[config.mk]
export PLATFORM = sky130hd
export DESIGN_NAME = pst_sequencer
export DESIGN_NICKNAME = d
export VERILOG_FILES = /design/src/design/pst_pkg.sv /design/src/design/pst_sequencer.sv
export SDC_FILE = /design/constraint.sdc
export NUM_CORES = 1
export LEC_CHECK = 0
export ABC_AREA = 1
export BUFFER_PORTS_ARGS = -buffer_cell sky130_fd_sc_hd__buf_2
export CELL_PAD_IN_SITES_DETAIL_PLACEMENT = 2
export CELL_PAD_IN_SITES_GLOBAL_PLACEMENT = 2
export CORE_MARGIN = 3
export CORE_UTILIZATION = 33
export CTS_CLUSTER_DIAMETER = 80
export DETAILED_ROUTE_END_ITERATION = 8
export PLACE_DENSITY_LB_ADDON = 0.1
export SYNTH_ARGS = -nofsm -noshare
export SYNTH_HDL_FRONTEND = slang
export SYNTH_SLANG_ARGS = --single-unit
[constraint.sdc]
create_clock -name mclk -period 3.7 [get_ports mclk]
set_clock_uncertainty 0.1 [all_clocks]
set_input_delay 0.74 -clock mclk [delete_from_list [all_inputs] [get_ports mclk]]
set_output_delay 0.74 -clock mclk [all_outputs]
set_load 0.005 [all_outputs]
[src/design/pst_pkg.sv]
// Package for the power-up self-test sequencer: test numbers, states, codes.
// Assumes one 40 MHz clock domain; shared by the sequencer and the testbench.
package pst_pkg;

  // ****************************************
  // Test numbering
  // ****************************************
  localparam logic [2:0] TEST_PROG_MEM   = 3'h0;
  localparam logic [2:0] TEST_WORK_MEM   = 3'h1;
  localparam logic [2:0] TEST_DISPLAY    = 3'h2;
  localparam logic [2:0] TEST_RUN_DATA   = 3'h3;
  localparam logic [2:0] TEST_USER_PROG  = 3'h4;
  localparam logic [2:0] TEST_STORE_ALL  = 3'h5;
  localparam logic [2:0] TEST_LAST       = 3'h5;
  localparam int         TEST_COUNT      = 6;

  // ****************************************
  // Serial reply characters (ASCII)
  // ****************************************
  localparam logic [7:0] CHAR_NEG        = 8'h4E;
  localparam logic [7:0] CHAR_DIGIT0     = 8'h30;

  // ****************************************
  // Timing
  // ****************************************
  localparam int         CLK_MHZ         = 40;
  localparam int         TEST_TMO_US     = 100;
  localparam int         TEST_TMO_CYC    = TEST_TMO_US * CLK_MHZ;
  localparam logic [12:0] TMO_RESET      = 13'h0000;

  // ****************************************
  // Sequencer states, Gray coded along the pass path IDLE, START, WAIT, RUN
  // ****************************************
  typedef enum logic [2:0] {
    PST_IDLE    = 3'b000,
    PST_START   = 3'b001,
    PST_WAIT    = 3'b011,
    PST_RUN     = 3'b010,
    PST_ERROR   = 3'b110,
    PST_RECOVER = 3'b111
  } pst_state_e;

endpackage : pst_pkg

[src/design/pst_sequencer.sv]
// Power-up self-test sequencer and error-mode handler for a preset counter.
// Assumes the six test engines, the store repair engine and the serial link
// sit on mclk; the front-panel key is an unsynchronised pin.
// Summary of operation
// - Run all self-tests after every power-up before normal counting begins.
// - On failure show an error message carrying the failed test digit.
// - While an error is shown, suspend counting and control operation.
// - In error, hold relay and both transistor outputs off.
// - In error, answer each serial command with N and the test number.
// - Test zero checks the program memory is not corrupted.
// - Test one checks the working read/write memory.
// - Test two checks the display driver circuitry.
// - Test three checks the run-data section of the nonvolatile store.
// - Test four checks the user-program section of the nonvolatile store.
// - Test five checks overall integrity of the nonvolatile store.
// - Run-data section keeps counts and presets across power loss.
// - User-program section keeps options and parameters across power loss.
// - Error three plus reset key zeroes counts and presets, then retests.
// - Error four plus reset key loads factory options, then retests.
`timescale 1ns/1ps
module pst_sequencer
(
  // Clock and reset
  input  wire logic       mclk,
  input  wire logic       rst,
  // Test engines, one bit per test number
  output logic [5:0]      test_start,
  input  wire logic [5:0] test_done,
  input  wire logic [5:0] test_pass,
  // Front-panel reset key pin
  input  wire logic       reset_key,
  // Nonvolatile store repair
  output logic            clear_run_data,
  output logic            load_factory,
  input  wire logic       repair_done,
  // Serial command handling
  input  wire logic       cmd_valid,
  output logic            cmd_exec,
  output logic            reply_valid,
  output logic [7:0]      reply_char0,
  output logic [7:0]      reply_char1,
  // Run state, outputs and display
  output logic            run_enable,
  output logic            outputs_allowed,
  output logic            err_show,
  output logic [2:0]      err_digit
);

  // ****************************************
  // Registers
  // ****************************************
  pst_pkg::pst_state_e state;
  pst_pkg::pst_state_e next_state;
  logic [2:0]          test_idx;
  logic [2:0]          next_test_idx;
  logic [12:0]         tmo;
  logic                key_s1;
  logic                key_s2;
  logic                key_d;

  // ****************************************
  // Decode
  // ****************************************
  // One-hot select of the current test number.
  function automatic logic [5:0] sel_test(input logic [2:0] idx);
    sel_test = 6'h01 << idx;
  endfunction

  wire        key_press  = key_s2 & ~key_d;
  wire        cur_done   = |(test_done & sel_test(test_idx));
  wire        cur_pass   = |(test_pass & sel_test(test_idx));
  // A hung engine counts as a failure so a test can never stall the sequencer.
  wire        tmo_hit    = (tmo == 13'(pst_pkg::TEST_TMO_CYC - 1));
  wire        fail_now   = (cur_done & ~cur_pass) | tmo_hit;
  // Only the two store-section errors can be repaired from the panel.
  wire        fixable    = (test_idx == pst_pkg::TEST_RUN_DATA) |
                           (test_idx == pst_pkg::TEST_USER_PROG);
  wire        in_error   = (state == pst_pkg::PST_ERROR);

  // Next state; strictly ascending, stop at first failing test.
  always_comb
  begin
    next_state    = state;
    next_test_idx = test_idx;
    unique case (state)
      pst_pkg::PST_IDLE:
      begin
        next_state    = pst_pkg::PST_START;
        next_test_idx = pst_pkg::TEST_PROG_MEM;
      end
      pst_pkg::PST_START:
        next_state = pst_pkg::PST_WAIT;
      pst_pkg::PST_WAIT:
      begin
        if (fail_now)
          next_state = pst_pkg::PST_ERROR;
        else if (cur_done && test_idx == pst_pkg::TEST_LAST)
          next_state = pst_pkg::PST_RUN;
        else if (cur_done)
        begin
          next_state    = pst_pkg::PST_START;
          next_test_idx = test_idx + 3'h1;
        end
      end
      pst_pkg::PST_RUN:
        next_state = pst_pkg::PST_RUN;
      pst_pkg::PST_ERROR:
        if (key_press && fixable)
          next_state = pst_pkg::PST_RECOVER;
      pst_pkg::PST_RECOVER:
        if (repair_done)
          next_state = pst_pkg::PST_IDLE;
      default:
        next_state = pst_pkg::PST_IDLE;
    endcase
  end

  // ****************************************
  // State, key synchroniser and watchdog
  // ****************************************
  // The key pin passes two flops before the edge detector looks at it.
  always_ff @(posedge mclk or posedge rst)
  begin
    if (rst)
    begin
      state    <= pst_pkg::PST_IDLE;
      test_idx <= pst_pkg::TEST_PROG_MEM;
      key_s1   <= 1'b0;
      key_s2   <= 1'b0;
      key_d    <= 1'b0;
      tmo      <= pst_pkg::TMO_RESET;
    end
    else
    begin
      state    <= next_state;
      test_idx <= next_test_idx;
      key_s1   <= reset_key;
      key_s2   <= key_s1;
      key_d    <= key_s2;
      tmo      <= (state == pst_pkg::PST_WAIT) ? tmo + 13'h0001 : pst_pkg::TMO_RESET;
    end
  end

  // ****************************************
  // Registered outputs
  // ****************************************
  // Every output is a flop; outputs and counting open only after all tests pass.
  always_ff @(posedge mclk or posedge rst)
  begin
    if (rst)
    begin
      test_start      <= 6'h00;
      clear_run_data  <= 1'b0;
      load_factory    <= 1'b0;
      cmd_exec        <= 1'b0;
      reply_valid     <= 1'b0;
      reply_char0     <= 8'h00;
      reply_char1     <= 8'h00;
      run_enable      <= 1'b0;
      outputs_allowed <= 1'b0;
      err_show        <= 1'b0;
      err_digit       <= 3'h0;
    end
    else
    begin
      // Test numbers map to engines 0..5: program memory, work memory, display,
      // run-data, user-program and whole-store checks.
      test_start      <= (next_state == pst_pkg::PST_START) ?
                         sel_test(next_test_idx) : 6'h00;
      // Repair strobes; the store engine keeps data across power loss itself.
      clear_run_data  <= in_error & key_press &
                         (test_idx == pst_pkg::TEST_RUN_DATA);
      load_factory    <= in_error & key_press &
                         (test_idx == pst_pkg::TEST_USER_PROG);
      cmd_exec        <= cmd_valid & (state == pst_pkg::PST_RUN);
      reply_valid     <= cmd_valid & in_error;
      reply_char0     <= pst_pkg::CHAR_NEG;
      reply_char1     <= pst_pkg::CHAR_DIGIT0 + {5'h00, test_idx};
      run_enable      <= (next_state == pst_pkg::PST_RUN);
      outputs_allowed <= (next_state == pst_pkg::PST_RUN);
      err_show        <= (next_state == pst_pkg::PST_ERROR);
      err_digit       <= next_test_idx;
    end
  end
endmodule // pst_sequencer

==> flow_metrics.env <==
export IMPL_pre_cts_slack_ps=1520
export IMPL_hold_end="key_s2$_DFF_PP0_"
export IMPL_via_per_inst=4.62
export IMPL_insertedDiodeCount=0
export IMPL_num_fill_cells=678
export IMPL_dieArea_sq_mm=0.00697
export IMPL_synth_area_sq_mm=0.00198
export IMPL_grt_pass1_wl_mm=8.34
export IMPL_seq_power_share_pct=34.3
export IMPL_drc=0
export IMPL_cts_max_level=2
export IMPL_synth_seq_cells=38
export IMPL_cap_violations=0
export IMPL_p_clk_share_pct=21.7
export IMPL_fin_ws_ps=1530
export IMPL_drt_iter0_drc=39
export IMPL_ant_nets=0
export IMPL_timing_slew_headroom_pct=40.7
export IMPL_area_growth_pct=16.9
export IMPL_crit_slowest_cell="dfrtp_1"
export IMPL_min_delay_path_class="reg -> reg"
export IMPL_port_buffers=41
export IMPL_via_count=1572
export IMPL_grt_max_degree=22
export IMPL_rsz0062_at_grt="no"
export IMPL_core_sq_mm=0.00564
export IMPL_holdPathStages=0
export IMPL_hold_start="key_s1$_DFF_PP0_"
export IMPL_cp_max_fo=7
export IMPL_p_sw_share_pct=42.3
export IMPL_initial_utilization_pct=35.1
export IMPL_dieHeight_um=83.5
export IMPL_antenna_found_initial=0
export IMPL_routabilityCongestion=0.715
export IMPL_setup_viol_count_final=0
export IMPL_tightest_slew_ps=888
export IMPL_synth_edf_count=0
export IMPL_r2r_start="err_digit[1]$_DFF_PP0_"
export IMPL_status="completed"
export IMPL_synth_commonest_cells="38 x dfrtp_1, 35 x nand2_1, 34 x nor2_1, 26 x inv_1, 21 x nand3_1"
export IMPL_register_area_sq_um=951
export IMPL_total_leakage_power_nw=1.17
export IMPL_fin_nets=290
export IMPL_cp_end_kind="register"
export IMPL_async_flop_share_pct=100
export IMPL_drive_above_1_share_pct=27.2
export IMPL_overflow=0
export IMPL_path_cells="ha_1 -> ha_1 -> nand2_1 -> nand2_2 -> nor2_4 -> nand2_4 -> nand4_4 -> nand2_4 -> nand2_4 -> a21oi_4 -> nand2_1 -> nor2_1"
export IMPL_yosysTopAreaCell="dfrtp_1"
export IMPL_comb_power_share_pct=44.0
export IMPL_rows=27
export IMPL_yosysMostFrequentCell="dfrtp_1"
export IMPL_cpPeakStageDelay_ps=520
export IMPL_synth_area_top_cells="dfrtp_1 48%, nand2_1 6.6%, nor2_1 6.4%, nand3_1 5.3%, buf_4 4.9%"
export IMPL_start_kind="register"
export IMPL_finalInstanceArea_sq_mm=0.00232
export IMPL_synthCells=226
export IMPL_power_density_mw_per_mm2=695
export IMPL_cp_required_ps=3820
export IMPL_ioPinCount=49
export IMPL_cts_resized=0
export IMPL_wl_per_cell_um=14.2
export IMPL_clock_path_buffers=2
export IMPL_power_internal_mw=0.929
export IMPL_drv_slew=0
export IMPL_synth_main_ff_cell="dfrtp_1"
export IMPL_multi_input_area_sq_um=845
export IMPL_yosys_warnings=0
export IMPL_grt_pass1_vias=1751
export IMPL_clock_latency_ps=290
export IMPL_period_share_pct=58.5
export IMPL_fin_crit_ps=2170
export IMPL_fmax_mhz=462
export IMPL_postCtsSetupBuffers=0
export IMPL_reg2reg_depth=12
export IMPL_ir_drop_mv=0.333
export IMPL_hpwlAfterDp_mm=3.82
export IMPL_cts_tree="done"
export IMPL_crit_top_cell="nand2_4"
export IMPL_hold_violations=0
export IMPL_clock_sinks=38
export IMPL_post_synth_num_cell_types=32
export IMPL_worstPathArrival_ps=2280
export IMPL_dpl_cell_area_sq_mm=0.00221
export IMPL_cts_hold_buf=0
export IMPL_cts_root_buf="clkbuf_8"
export IMPL_cts_buffers_inserted=5
export IMPL_synth_avg_cell_area_sq_um=8.77
export IMPL_grt_usage_pct=14.8
export IMPL_yosys_area_top_type_share_pct=48.0
export IMPL_totalWireLength_mm=4.82
export IMPL_dp_cells=332
export IMPL_die_w_um=83.5
export IMPL_fin_tns_setup_ps=0
export IMPL_instances_no_fill=340
export IMPL_drtPass1Iterations=4
export IMPL_p_sw_mw=0.681
export IMPL_ys_seq_area_share_pct=48.0
export IMPL_clk_pin_slew_ps=80
export IMPL_reg2reg_slack_ps=1530
export IMPL_critical_path_class="reg -> reg"
export IMPL_r2r_end="test_start[4]$_DFF_PP0_"
-- layer usage --
| metal | vias to the layer above | GRT usage [%] | part of all wire, % |
|---|---|---|---|
| met5 | - | 0 | 0 |
| met3 | 6 | 3.46 | 4.6 |
| li1 | 773 | - | - |
| met2 | 35 | 24.1 | 48 |
| met1 | 758 | 19.1 | 46 |
| met4 | 0 | 5.56 | 1.6 |
-- cells in the final DEF, fill, tap and decap left out, types with 2 or more instances in the layout --
cell	n
o21ai_0	7
nand2_4	4
nor3_1	4
ha_1	6
buf_2	41
nand4_1	2
nor2_2	2
nand2_2	7
nand2_1	35
conb_1	8
a21oi_1	8
dfrtp_1	38
clkbuf_8	5
nand3_1	21
nor2_1	34
inv_1	26
-- worst max-delay path, delay by kind of cell (launching register included) --
kind / cells / cell delay (ps)
compound gates: 1 / 140
fa+ha+maj: 2 / 500
flops: 1 / 520
simple gates: 9 / 830
-- power by group through the flow --
stage	clock network (mW)	logic [mW]	registers (mW)
2_1_floorplan	0	0.535	0.550
3_3_place_gp	0	0.699	0.557
3_5_place_dp	0	0.722	0.562
4_1_cts	0.362	0.725	0.555
5_1_grt	0.385	0.804	0.564
6_report	0.349	0.708	0.552
-- state kept, by name, summed over array words and instances (netlist names) --
name,cells
cmd_exec,1
clear_run_data,1
key_s2,1
load_factory,1
err_digit,3
key_d,1
err_show,1
key_s1,1
reply_char1,4
state,3
tmo,13
test_start,6
reply_valid,1
outputs_allowed,1
-- logic make-up after synthesis --
logic type,Yosys count,synth area share (%)
XOR/XNOR,1,0.442
adder cells (fa/ha/maj),6,3.79
other,2,0.379
AND/OR/NAND/NOR,116,30.0
flip-flops,38,48.0
buffers and inverters,42,10.5
AO/OA/AOI/OAI,21,6.88
-- per-stage QoR --
step	util, %	hold WS (ps)	power (mW)
finish	41.1	271	1.61
CTS	41.1	271	1.64
floorplan	-	231	1.09
global placement	39.1	242	1.26
global route	41.1	274	1.75
detailed placement	39.1	242	1.28
-- final cells by class --
cell class                 count  area share (%)
multi-input combinational    152            36.5
inverter                      28            4.65
timing repair buffer          42            9.18
sequential                    38            41.1
tap                           72            3.89
clock buffer                   6            3.13
clock inverter                 2            1.62
-- worst max path at each step --
| stage | startpoint | endpoint | slack, ps |
|---|---|---|---|
| 2_1_floorplan | err_digit[1]$_DFF_PP0_ | test_start[5]$_DFF_PP0_ | 1830 |
| 6_report | err_digit[1]$_DFF_PP0_ | test_start[4]$_DFF_PP0_ | 1530 |
| 4_1_cts | err_digit[1]$_DFF_PP0_ | test_start[4]$_DFF_PP0_ | 1490 |
| 3_5_place_dp | err_digit[1]$_DFF_PP0_ | test_start[2]$_DFF_PP0_ | 1520 |
| 5_1_grt | err_digit[1]$_DFF_PP0_ | test_start[4]$_DFF_PP0_ | 1270 |
| 3_3_place_gp | err_digit[1]$_DFF_PP0_ | test_start[2]$_DFF_PP0_ | 1570 |
Note: power is estimated with default switching activity, not from simulation.
